--- config.mk ---
export PLATFORM = sky130hd
export DESIGN_NAME = jtag_test_data_registers
export DESIGN_NICKNAME = d
export VERILOG_FILES = /design/src/pkg/jtag_tdr_pkg.sv /design/src/hw/boundary_chain.sv /design/src/hw/jtag_test_data_registers.sv
export SDC_FILE = /design/constraint.sdc
export NUM_CORES = 1
export LEC_CHECK = 0
export BUFFER_PORTS_ARGS = -buffer_cell sky130_fd_sc_hd__clkbuf_2
export CAP_MARGIN = 10
export CORE_MARGIN = 4
export CORE_UTILIZATION = 55
export DETAILED_ROUTE_END_ITERATION = 7
export GPL_ROUTABILITY_DRIVEN = 1
export HOLD_SLACK_MARGIN = 0.1
export PLACE_DENSITY = 0.87
export SYNTH_ARGS = -nofsm -noshare
export SYNTH_HDL_FRONTEND = slang
export SYNTH_SLANG_ARGS = --single-unit
export TNS_END_PERCENT = 10
--- constraint.sdc ---
create_clock -name ref_clk -period 2.2 [get_ports ref_clk]
set_clock_uncertainty 0.05 [all_clocks]
set_input_delay 0.66 -clock ref_clk [delete_from_list [all_inputs] [get_ports ref_clk]]
set_output_delay 0.66 -clock ref_clk [all_outputs]
set_load 0.01 [all_outputs]
--- src/pkg/jtag_tdr_pkg.sv ---
// Constants, tables and types shared by the test data register design.
package jtag_tdr_pkg;
  // Register lengths and the number of three-state pins in the chain.
  localparam int IR_W = 3;
  localparam int ID_W = 32;
  localparam int BSR_LEN = 46;
  localparam int NUM_OUT = 10;
  localparam int SYNC_W = BSR_LEN + 3;

  // Instruction codes.
  localparam logic [2:0] IR_EXTEST = 3'h0;
  localparam logic [2:0] IR_IDCODE = 3'h1;
  localparam logic [2:0] IR_SAMPLE = 3'h2;
  localparam logic [2:0] IR_CLAMP = 3'h3;
  localparam logic [2:0] IR_HIGHZ = 3'h4;
  localparam logic [2:0] IR_BYPASS = 3'h7;
  // Fixed pattern loaded into the instruction shift stage on capture.
  localparam logic [2:0] IR_CAPTURE = 3'h1;

  // Identification fields; maker, part and version values are arbitrary.
  localparam logic [3:0] ID_VERSION = 4'h0;
  localparam logic [15:0] ID_PART = 16'h1234;
  localparam logic [10:0] ID_MAKER = 11'h2a5;
  localparam logic [31:0] ID_VALUE = {ID_VERSION, ID_PART, ID_MAKER, 1'b1};

  // Cell of the internal signal with no package pin; it stays in the chain.
  localparam int CELL_UNBONDED = 22;

  // Three-state output cells in pin order: bit1, bit0, interrupt, sync, bits 7..2.
  localparam int OUT_CELL [NUM_OUT] = '{0, 2, 14, 25, 40, 41, 42, 43, 44, 45};
  // Control cell that enables each output cell above.
  localparam int CTRL_CELL [NUM_OUT] = '{1, 3, 15, 26, 1, 1, 1, 1, 1, 1};
  // Named cells of the chain used by the rest of the design.
  localparam int BUS_UPPER_ENABLE_CELL = 1;
  localparam int BUS_BIT0_ENABLE_CELL = 3;
  localparam int TRANSMIT_SYNC_ENABLE_CELL = 26;

  // Test access port controller states.
  typedef enum logic [3:0] {
    TLR, RTI, SEL_DR, CAP_DR, SHIFT_DR, EXIT1_DR, PAUSE_DR, EXIT2_DR, UPD_DR,
    SEL_IR, CAP_IR, SHIFT_IR, EXIT1_IR, PAUSE_IR, EXIT2_IR, UPD_IR
  } tap_state_t;
endpackage

--- src/hw/boundary_chain.sv ---
// Boundary scan chain: 46 shift cells with a latched parallel stage.
`timescale 1ns/1ps
module boundary_chain (
  input wire logic ref_clk,
  input wire logic reset,
  input wire logic capture,
  input wire logic shift,
  input wire logic update,
  input wire logic serial_in,
  input wire logic [jtag_tdr_pkg::BSR_LEN-1:0] capture_in,
  output logic serial_out,
  output logic [jtag_tdr_pkg::BSR_LEN-1:0] latch
);
  logic [jtag_tdr_pkg::BSR_LEN-1:0] sr;
  logic [jtag_tdr_pkg::BSR_LEN-1:0] next_sr;
  logic [jtag_tdr_pkg::BSR_LEN-1:0] next_latch;
  logic [jtag_tdr_pkg::BSR_LEN:0] chain;

  // Serial data enters at the top cell and leaves from cell 0.
  assign chain[jtag_tdr_pkg::BSR_LEN] = serial_in;
  assign serial_out = sr[0];

  // Every cell, the unbonded one included, captures, shifts and latches alike.
  for (genvar i = 0; i < jtag_tdr_pkg::BSR_LEN; i++) begin : g_cell
    assign chain[i] = sr[i];
    always_comb begin
      next_sr[i] = sr[i];
      next_latch[i] = latch[i];
      if (capture) begin
        next_sr[i] = capture_in[i];
      end else if (shift) begin
        next_sr[i] = chain[i+1];
      end
      if (update) begin
        next_latch[i] = sr[i];
      end
    end
  end

  // The latched stage only moves on update so pins never see shifting data.
  always_ff @(posedge ref_clk) begin
    if (reset) begin
      sr <= '0;
      latch <= '0;
    end else begin
      sr <= next_sr;
      latch <= next_latch;
    end
  end
endmodule

--- src/hw/jtag_test_data_registers.sv ---
// Test access port with bypass, identification and boundary scan registers.
//
// What this block does
// - Bypass and boundary registers exist, plus an identification register.
// - Boundary register has a shift path and a separate latched parallel stage.
// - Bypass is one stage, used for BYPASS, CLAMP and HIGHZ.
// - Identification register is 32 shift stages plus 32 latched bits.
// - Identification register selected by IDCODE and in test-logic-reset.
// - Each three-state output cell is enabled by its assigned control cell.
// - Chain has exactly 46 cells; control cells capture core enables, other non-output cells observe pins.
// - Unbonded cell 22 stays in the chain and must be counted.
// - Instruction is three bits with the listed codes.
// - Identification value: LSB 1, 11-bit maker, 16-bit part, 4-bit version.
// - Identification value loads on the rising edge leaving capture-DR.
// - Shift-DR advances per rising edge; update-DR latches on falling edge.
`timescale 1ns/1ps
module jtag_test_data_registers (
  input wire logic ref_clk,
  input wire logic reset,
  input wire logic test_clock_pin,
  input wire logic test_mode_select_pin,
  input wire logic test_serial_in,
  output logic test_serial_out,
  output logic test_serial_out_en_n,
  input wire logic [jtag_tdr_pkg::BSR_LEN-1:0] observe_in,
  input wire logic [jtag_tdr_pkg::NUM_OUT-1:0] core_out,
  input wire logic [jtag_tdr_pkg::NUM_OUT-1:0] core_oe_n,
  output logic [jtag_tdr_pkg::NUM_OUT-1:0] pad_out,
  output logic [jtag_tdr_pkg::NUM_OUT-1:0] pad_oe_n
);
  localparam int SW = jtag_tdr_pkg::SYNC_W;

  logic [SW-1:0] sync1;
  logic [SW-1:0] sync2;
  logic [SW-1:0] sync3;
  logic [SW-1:0] stable;
  logic [SW-1:0] next_stable;
  logic tck;
  logic tms;
  logic tdi;
  logic [jtag_tdr_pkg::BSR_LEN-1:0] pins;
  logic tck_rise;
  logic tck_fall;
  jtag_tdr_pkg::tap_state_t state;
  jtag_tdr_pkg::tap_state_t next_state;
  logic [2:0] ir_sr;
  logic [2:0] next_ir_sr;
  logic [2:0] ir;
  logic [2:0] next_ir;
  logic [31:0] id_sr;
  logic [31:0] next_id_sr;
  logic [31:0] id_latch;
  logic [31:0] next_id_latch;
  logic byp;
  logic next_byp;
  logic next_tdo;
  logic next_tdo_en_n;
  logic [jtag_tdr_pkg::NUM_OUT-1:0] next_pad_out;
  logic [jtag_tdr_pkg::NUM_OUT-1:0] next_pad_oe_n;
  logic sel_bsr;
  logic sel_id;
  logic sel_byp;
  logic drive_from_chain;
  logic bsr_out;
  logic [jtag_tdr_pkg::BSR_LEN-1:0] bsr_latch;
  logic [jtag_tdr_pkg::BSR_LEN-1:0] capture_in;

  // Pins pass three flops; a level only counts once the last two agree,
  // which filters a single-sample glitch on the slow test clock.
  always_comb begin
    for (int b = 0; b < SW; b++) begin
      next_stable[b] = (sync2[b] == sync3[b]) ? sync3[b] : stable[b];
    end
  end

  always_ff @(posedge ref_clk) begin
    if (reset) begin
      sync1 <= '0;
      sync2 <= '0;
      sync3 <= '0;
      stable <= '0;
    end else begin
      sync1 <= {test_clock_pin, test_mode_select_pin, test_serial_in, observe_in};
      sync2 <= sync1;
      sync3 <= sync2;
      stable <= next_stable;
    end
  end

  // Decoded test clock edges and the filtered control levels.
  assign tck = stable[SW-1];
  assign tms = stable[SW-2];
  assign tdi = stable[SW-3];
  assign pins = stable[jtag_tdr_pkg::BSR_LEN-1:0];
  assign tck_rise = next_stable[SW-1] && !tck;
  assign tck_fall = !next_stable[SW-1] && tck;

  // Register selection; unassigned codes fall back to bypass.
  assign sel_bsr = (ir == jtag_tdr_pkg::IR_EXTEST) || (ir == jtag_tdr_pkg::IR_SAMPLE);
  assign sel_id = (ir == jtag_tdr_pkg::IR_IDCODE);
  assign sel_byp = !sel_bsr && !sel_id;
  assign drive_from_chain = (ir == jtag_tdr_pkg::IR_EXTEST) || (ir == jtag_tdr_pkg::IR_CLAMP);

  // Control cells capture the core's own enables; every other cell observes a pin.
  always_comb begin
    capture_in = pins;
    for (int k = 0; k < jtag_tdr_pkg::NUM_OUT; k++) begin
      capture_in[jtag_tdr_pkg::CTRL_CELL[k]] = !core_oe_n[k];
    end
  end

  boundary_chain u_chain (
    .ref_clk(ref_clk),
    .reset(reset),
    .capture(tck_rise && sel_bsr && state == jtag_tdr_pkg::CAP_DR),
    .shift(tck_rise && sel_bsr && state == jtag_tdr_pkg::SHIFT_DR),
    .update(tck_fall && sel_bsr && state == jtag_tdr_pkg::UPD_DR),
    .serial_in(tdi),
    .capture_in(capture_in),
    .serial_out(bsr_out),
    .latch(bsr_latch)
  );

  // Controller transitions on each rising test clock edge.
  always_comb begin
    next_state = state;
    if (tck_rise) begin
      case (state)
        jtag_tdr_pkg::TLR: next_state = tms ? jtag_tdr_pkg::TLR : jtag_tdr_pkg::RTI;
        jtag_tdr_pkg::RTI: next_state = tms ? jtag_tdr_pkg::SEL_DR : jtag_tdr_pkg::RTI;
        jtag_tdr_pkg::SEL_DR: next_state = tms ? jtag_tdr_pkg::SEL_IR : jtag_tdr_pkg::CAP_DR;
        jtag_tdr_pkg::CAP_DR: next_state = tms ? jtag_tdr_pkg::EXIT1_DR : jtag_tdr_pkg::SHIFT_DR;
        jtag_tdr_pkg::SHIFT_DR: next_state = tms ? jtag_tdr_pkg::EXIT1_DR : jtag_tdr_pkg::SHIFT_DR;
        jtag_tdr_pkg::EXIT1_DR: next_state = tms ? jtag_tdr_pkg::UPD_DR : jtag_tdr_pkg::PAUSE_DR;
        jtag_tdr_pkg::PAUSE_DR: next_state = tms ? jtag_tdr_pkg::EXIT2_DR : jtag_tdr_pkg::PAUSE_DR;
        jtag_tdr_pkg::EXIT2_DR: next_state = tms ? jtag_tdr_pkg::UPD_DR : jtag_tdr_pkg::SHIFT_DR;
        jtag_tdr_pkg::UPD_DR: next_state = tms ? jtag_tdr_pkg::SEL_DR : jtag_tdr_pkg::RTI;
        jtag_tdr_pkg::SEL_IR: next_state = tms ? jtag_tdr_pkg::TLR : jtag_tdr_pkg::CAP_IR;
        jtag_tdr_pkg::CAP_IR: next_state = tms ? jtag_tdr_pkg::EXIT1_IR : jtag_tdr_pkg::SHIFT_IR;
        jtag_tdr_pkg::SHIFT_IR: next_state = tms ? jtag_tdr_pkg::EXIT1_IR : jtag_tdr_pkg::SHIFT_IR;
        jtag_tdr_pkg::EXIT1_IR: next_state = tms ? jtag_tdr_pkg::UPD_IR : jtag_tdr_pkg::PAUSE_IR;
        jtag_tdr_pkg::PAUSE_IR: next_state = tms ? jtag_tdr_pkg::EXIT2_IR : jtag_tdr_pkg::PAUSE_IR;
        jtag_tdr_pkg::EXIT2_IR: next_state = tms ? jtag_tdr_pkg::UPD_IR : jtag_tdr_pkg::SHIFT_IR;
        jtag_tdr_pkg::UPD_IR: next_state = tms ? jtag_tdr_pkg::SEL_DR : jtag_tdr_pkg::RTI;
        default: next_state = jtag_tdr_pkg::TLR;
      endcase
    end
  end

  // Instruction, identification and bypass stages; shifts move toward the output.
  always_comb begin
    next_ir_sr = ir_sr;
    next_ir = ir;
    next_id_sr = id_sr;
    next_id_latch = id_latch;
    next_byp = byp;
    if (tck_rise && state == jtag_tdr_pkg::CAP_IR) begin
      next_ir_sr = jtag_tdr_pkg::IR_CAPTURE;
    end else if (tck_rise && state == jtag_tdr_pkg::SHIFT_IR) begin
      next_ir_sr = {tdi, ir_sr[2:1]};
    end
    if (state == jtag_tdr_pkg::TLR) begin
      next_ir = jtag_tdr_pkg::IR_IDCODE;
    end else if (tck_fall && state == jtag_tdr_pkg::UPD_IR) begin
      next_ir = ir_sr;
    end
    if (tck_rise && sel_id && state == jtag_tdr_pkg::CAP_DR) begin
      next_id_sr = jtag_tdr_pkg::ID_VALUE;
    end else if (tck_rise && sel_id && state == jtag_tdr_pkg::SHIFT_DR) begin
      next_id_sr = {tdi, id_sr[31:1]};
    end
    if (tck_fall && sel_id && state == jtag_tdr_pkg::UPD_DR) begin
      next_id_latch = id_sr;
    end
    if (tck_rise && sel_byp && state == jtag_tdr_pkg::CAP_DR) begin
      next_byp = 1'b0;
    end else if (tck_rise && sel_byp && state == jtag_tdr_pkg::SHIFT_DR) begin
      next_byp = tdi;
    end
  end

  // Serial output changes on the falling edge so the far end samples a settled bit.
  always_comb begin
    next_tdo = test_serial_out;
    next_tdo_en_n = test_serial_out_en_n;
    if (tck_fall) begin
      next_tdo_en_n = !(state == jtag_tdr_pkg::SHIFT_IR || state == jtag_tdr_pkg::SHIFT_DR);
      if (state == jtag_tdr_pkg::SHIFT_IR) begin
        next_tdo = ir_sr[0];
      end else if (sel_bsr) begin
        next_tdo = bsr_out;
      end else if (sel_id) begin
        next_tdo = id_sr[0];
      end else begin
        next_tdo = byp;
      end
    end
  end

  // Pins follow the core unless a test instruction takes them over.
  always_comb begin
    for (int k = 0; k < jtag_tdr_pkg::NUM_OUT; k++) begin
      if (ir == jtag_tdr_pkg::IR_HIGHZ) begin
        next_pad_out[k] = core_out[k];
        next_pad_oe_n[k] = 1'b1;
      end else if (drive_from_chain) begin
        next_pad_out[k] = bsr_latch[jtag_tdr_pkg::OUT_CELL[k]];
        next_pad_oe_n[k] = !bsr_latch[jtag_tdr_pkg::CTRL_CELL[k]];
      end else begin
        next_pad_out[k] = core_out[k];
        next_pad_oe_n[k] = core_oe_n[k];
      end
    end
  end

  // All controller state registers; reset lands in test-logic-reset.
  always_ff @(posedge ref_clk) begin
    if (reset) begin
      state <= jtag_tdr_pkg::TLR;
      ir_sr <= '0;
      ir <= jtag_tdr_pkg::IR_IDCODE;
      id_sr <= '0;
      id_latch <= '0;
      byp <= 1'b0;
      test_serial_out <= 1'b0;
      test_serial_out_en_n <= 1'b1;
      pad_out <= '0;
      pad_oe_n <= '1;
    end else begin
      state <= next_state;
      ir_sr <= next_ir_sr;
      ir <= next_ir;
      id_sr <= next_id_sr;
      id_latch <= next_id_latch;
      byp <= next_byp;
      test_serial_out <= next_tdo;
      test_serial_out_en_n <= next_tdo_en_n;
      pad_out <= next_pad_out;
      pad_oe_n <= next_pad_oe_n;
    end
  end
endmodule

==> results.md, run 1 <==
* Clk sinks at 305
* Outcome: finished clean
* Leak at 4.34 nW
* Worst vdd ir at 0.643 mV
* CORE AREA at 18700 µm²
* Pwr dens at 895 nW/µm²
* Post-CTS sizing at 0
* Synthesized Nets at 1110
* Final Hold Viols at 0
* Die Ht at 146 µm
* Post-synth EDFFs at 0
* Row cnt at 50
* 1st-pass router iterations at 5
* Via count at 7325
* CP startpoint kind: flop
* Slew Limit Fails at 0
* H-tree depth at 1
* Distinct cells, synth at 48
* Antenna-violating nets left at 0
* Actual slew at the worst max-slew pin at 0.499 ns
* Largest net degree at the start of global routing at 66
* Critical path class: flop to flop
* DR iter-0 viols at 572
* I/O pin count at 93
* Final WL at 19500 µm
* CTS tree: built
* Synthesis-stage register bit count at 305
* DRC at 0
* Avg Inst Size Synth at 10.0 µm²
* Max-cap violations at 0
* Rel. slew slack at 66.6%
* Post-CTS Setup Inserts at 0
* Critical path peak fanout at 21
* Area growth syn-to-layout at 16.0%
* First-pass GRT wire length at 32900 µm
* Antenna violations before repair at 0
* Antenna cell count at 0
* Fin crit share at 92.4%
* Clk root buf: clkbuf_16
* Unrepaired setup endpoints after global routing: no
* Fmax at 492 MHz
* Worst reg2reg path depth at 5
* Die area at 21200 µm²
* Final nets at 1187
* Hold crit path type: input port to flop
* Total CTS buffers at 29
* Largest area contributor in the synthesized netlist: dfxtp_1
* Clk_lat worst skew at 0.54 ns
* Top FF cell, synth: dfxtp_1
* Final setup violation count at 0
* Mapped Area at 10400 µm²
* Top post-synthesis cells by area: dfxtp_1 (59%), nor2b_1 (8.2%), a21oi_1 (4.2%), a211oi_2 (4.2%), mux2i_1 (4.0%)
* Synth Warn # at 0
* Post-Place Cells at 1319
* Req. time, crit path at 2.58 ns
* Clk buf depth at 3
* Synthesized instance count at 1039
* Die W at 146 µm
* Remaining global-route overflow at 0
* Routability cong. at 0.815
* Clock Pin Slew Worst Setup and Hold Paths at 0.06 ns
* All-Layer GR Usage at 18.2%
* Top-area cell type share of the netlist area at 58.5%
* Setup TNS at 0 ns
* Hold depth at 2
* Cts hold-fix bufs at 0
* Crit. End Element: flop
* Seq/Total Area, Yosys at 58.5%
* Async SR Flop Fraction at 0%
* IO Port Bufs at 88
* Arr. time, crit path at 2.41 ns
* Placed wire-length estimate at 11900 µm
* Power Total at 0.0108 W
* Initial Util at 55.8%
* Period minus WS final at 2.03 ns
* Wire per inst at 14.2 µm
* Layout cells sized above 1 at 18.2%
* Non-Filler Instances at 1373
* DR vias/cell at 5.34
* Vias in the first global route at 6937
==> synth_stat cells (all sizes together), types with 2 or more instances <==
cell	number
a22oi	21
nor2	84
o21ai	52
o211ai	6
nor4b	2
buf	25
nand2	106
nor3	3
o31ai	2
a21o	9
nand2b	8
a211oi	44
or3b	2
xnor2	2
a21oi	88
nand3	8
and3	3
dfxtp	305
o22ai	11
a31oi	4
clkbuf	47
nor2b	136
inv	4
nor3b	2
o2bb2ai	3
nand3b	4
mux2i	42
==> path summary, 6_finish.rpt <==
kind	start	endpoint	slack, ns
worst min-delay path	core_oe_n[5]	pad_oe_n[5]	0.27
worst max register to register	state[0]	u_chain.sr[2]	0.17
worst max-delay path	state[0]	u_chain.sr[2]	0.17
worst min register to register	sync1[8]	sync2[8]	0.38
==> routing by layer <==
metal	vias to the layer above	part of all wire [%]	global-route usage, %
li1	3697	-	-
met1	3387	45	24.0
met2	190	47	30.2
met3	51	5.1	2.96
met4	0	2.9	6.55
met5	-	0	0
==> cell usage in the layout (no fill, tap or decap), types with 29 or more instances in the layout <==
cell and instances:
a211oi_2 34, a21oi_1 88, clkbuf_16 29, clkbuf_2 87, dfxtp_1 305, mux2i_1 42, nand2_1 106, nor2_1 84
nor2b_1 136, o21ai_0 52
==> cell families after synthesis <==
| group | after synthesis | synth area share [%] |
|---|---|---|
| and+or+nand+nor | 365 | 17.7 |
| muxes | 42 | 4.03 |
| AOI/OAI and AO/OA | 249 | 16.2 |
| xor gates and xnor gates | 2 | 0.168 |
| buffers and inverters | 76 | 3.37 |
| DFF | 305 | 58.5 |
==> flip-flops by register name, summed over array words and instances (netlist names) <==
name,cells
state,4
pad_out,10
stable,45
u_chain.latch,14
byp,1
sync3,45
test_serial_out_en_n,1
sync2,45
u_chain.sr,46
ir_sr,3
sync1,45
id_sr,32
pad_oe_n,10
ir,3
test_serial_out,1
==> cell type report <==
class	instances	area [µm²]
fillers	1376	6610
flip-flops and latches	305	6110
multi-input cells	658	4000
clock buffers	38	800
repair buffers	118	738
well taps	234	293
clock inverters	16	148
inverters	4	15.0
==> report_power, final <==
group | leakage (nW) | switching, W | internal (W)
registers | 2.49 | 0.0000440 | 0.00564
logic | 1.38 | 0.000155 | 0.000138
clock network | 0.473 | 0.00205 | 0.00281
total | 4.34 | 0.00225 | 0.00859
==> metrics by stage <==
step | utilization [%] | area, µm² | worst slack, ns | hold WS (ns)
after global placement | 59.6 | 11100 | 0.313 | 0.366
after detailed placement | 59.6 | 11100 | 0.244 | 0.371
after CTS | 64.7 | 12100 | 0.105 | 0.245
after global routing | 64.7 | 12100 | 0.00937 | 0.250
after floorplan | - | 10400 | 0.349 | 0.364
final | 64.7 | 12100 | 0.167 | 0.269
==> worst max-delay path: stages (launching register included) <==
cell      delay (ns)
dfxtp_1         0.31
or3b_1          0.41
a211oi_4        0.46
buf_4           0.34
nor2_1          0.07
a211oi_1        0.29
Note: power is estimated with default switching activity, not from simulation.
==> inputs of run 2 (changes only) <==
- RECOVER_POWER: not set -> 25
- clock period: 2.2 -> 2.5 ns (I/O delays scaled with it)
==> run 2 against run 1 <==
  * Final area decreased by 0.34%
  * Worst setup slack improved by 0.056 ns
  * Critical path depth unchanged
  * Register-to-register slack improved by 0.06 ns
  * Critical path type unchanged
  * Core utilization decreased by 0.22 points
  * Sequential power decreased by 12%
==> results.md, run 2 (synthesis gave the netlist of run 1 again) <==
* Die W at 146 µm (unchanged)
* All-Layer GR Usage at 16.8% (-1.3 points)
* CTS tree: built
* Psw at 0.00186 W (-17%)
* Placed Area at 11100 µm² (about the same)
* Fmax at 439 MHz (-11%)
* Area growth syn-to-layout at 15.6%
* P_int at 0.00766 W (-11%)
* First-pass GRT wire length at 31300 µm (-5.0%)
* Antenna violations before repair at 0 (unchanged)
* Final WL at 18700 µm (-4.1%)
* Cts hold-fix bufs at 0 (unchanged)
* DR iter-0 viols at 594 (+3.8%)
* Row cnt at 50 (unchanged)
* Actual slew at the worst max-slew pin at 1.22 ns (+0.717 ns)
* DRC at 0 (unchanged)
* Commonest non-fill, non-tap cell in the layout: dfxtp_1
* Post-CTS sizing at 0 (unchanged)
* Max-cap violations at 0 (unchanged)
* Critical path class: flop to flop
* Placed wire-length estimate at 11700 µm (-1.7%)
* Post-Layout Inst Area at 12100 µm² (-0.34%)
* Hold crit path type: input port to flop
* Die area at 21200 µm² (unchanged)
* Logic pwr share at 2.7% (about the same)
* Layout cells sized above 1 at 17.1% (-1.1 points)
* Power Total at 0.00952 W (-12%)
* Antenna-violating nets left at 0 (unchanged)
* Initial Util at 55.8% (unchanged)
* Switching Share at 19.5% (-1.2 points)
* Rel. slew slack at 18.9% (-48 points)
* Routability cong. at 0.790 (-3.1%)
* Req. time, crit path at 2.87 ns (+0.29 ns)
* Largest net degree at the start of global routing at 105 (+59%)
* Wire per inst at 13.7 µm (-3.5%)
* Worst reg2reg setup slack at 0.22 ns (+0.06 ns)
* Vias in the first global route at 6821 (-1.7%)
* Final Hold Viols at 0 (unchanged)
* Fin crit share at 91.1% (-1.3 points)
* Seq pwr share at 52.6% (about the same)
* Setup TNS at 0 ns (unchanged)
* Arr. time, crit path at 2.65 ns (+0.24 ns)
* Critical path peak fanout at 36 (+71%)
* Final hold slack at 0.369 ns (+0.100 ns)
* Total CTS buffers at 28 (-3.4%)
* Fillers at 1393 (+1.2%)
* CORE AREA at 18700 µm² (unchanged)
* Clk root buf: clkbuf_16
* Unrepaired setup endpoints after global routing: no
* I/O pin count at 93 (unchanged)
* Leak at 4.30 nW (-1.0%)
* Final setup margin at 0.223 ns (+0.0564 ns)
* IO Port Bufs at 88 (unchanged)
* Via count at 7221 (-1.4%)
* Antenna cell count at 0 (unchanged)
* Clk_lat worst skew at 0.53 ns (about the same)
* Clock power share at 44.7% (about the same)
* H-tree depth at 1 (unchanged)
* Die Ht at 146 µm (unchanged)
* Crit. End Element: flop
* Clk buf depth at 3 (unchanged)
* Commonest non-fill, non-tap cells in the layout: dfxtp_1 (305), nor2b_1 (136), nand2_1 (106)
* Clock Pin Slew Worst Setup and Hold Paths at 0.06 ns (about the same)
* Period minus WS final at 2.28 ns (+0.244 ns)
* 1st-pass router iterations at 6 (+1)
* Final setup violation count at 0 (unchanged)
* Worst vdd ir at 0.495 mV (-23%)
* Reg with most FFs: u_chain.sr
* Outcome: finished clean
* CP startpoint kind: flop
* Slew Limit Fails at 0 (unchanged)
* DR vias/cell at 5.29 (-0.84%)
* Remaining global-route overflow at 0 (unchanged)
* Post-CTS Setup Inserts at 0 (unchanged)
* Largest register FFs at 46 (unchanged)
* Pwr dens at 790 nW/µm² (-12%)
* Pre-CTS WS at 0.298 ns (+0.0532 ns)
* Clk sinks at 305 (unchanged)
* Final nets at 1182 (-0.42%)
==> run 2: per-layer routing <==
metal / vias up / share of wire (%) / track usage [%]
met5: - / 0 / 0
met4: 0 / 1.8 / 5.13
met3: 32 / 5.4 / 2.99
met2: 198 / 46 / 27.4
met1: 3325 / 46 / 23.0
li1: 3666 / - / -
==> run 2: critical path: stages, from the launching register on <==
cell and delay (ns):
dfxtp_1 0.50, or3_1 0.49, a211oi_4 0.55, buf_12 0.29, nor2_1 0.08, a211oi_2 0.21
==> run 2: power by group through the flow <==
| stage | clock (W) | sequential [W] | combinational, W |
|---|---|---|---|
| finish | 0.00426 | 0.00501 | 0.000254 |
| detailed placement | 0 | 0.00511 | 0.000260 |
| CTS | 0.00434 | 0.00501 | 0.000262 |
| global placement | 0 | 0.00511 | 0.000253 |
| floorplan | 0 | 0.00511 | 0.000146 |
| global route | 0.00453 | 0.00502 | 0.000283 |
==> run 2: path summary, 6_finish.rpt <==
path | startpoint | to | cells past startpoint
worst max register to register | state[3] | u_chain.sr[23] | 5
worst max-delay path | state[3] | u_chain.sr[23] | 5
worst min register to register | sync1[5] | sync2[5] | 1
worst min-delay path | core_oe_n[0] | pad_oe_n[0] | 2
==> run 2: per-stage QoR <==
step	cells	utilization [%]
2_1_floorplan	1039	-
3_3_place_gp	1315	59.6
3_5_place_dp	1315	59.6
4_1_cts	1365	64.6
5_1_grt	1365	64.4
6_report	1365	64.4
==> run 2: final cells by class <==
type	count	area [µm²]	area share, %
Clock buffer	43	828	6.87
Clock inverter	7	113	0.934
Inverter	4	15.0	0.125
Multi-Input combinational cell	658	4000	33.2
Sequential cell	305	6110	50.6
Tap cell	234	293	2.43
Timing Repair Buffer	114	703	5.83
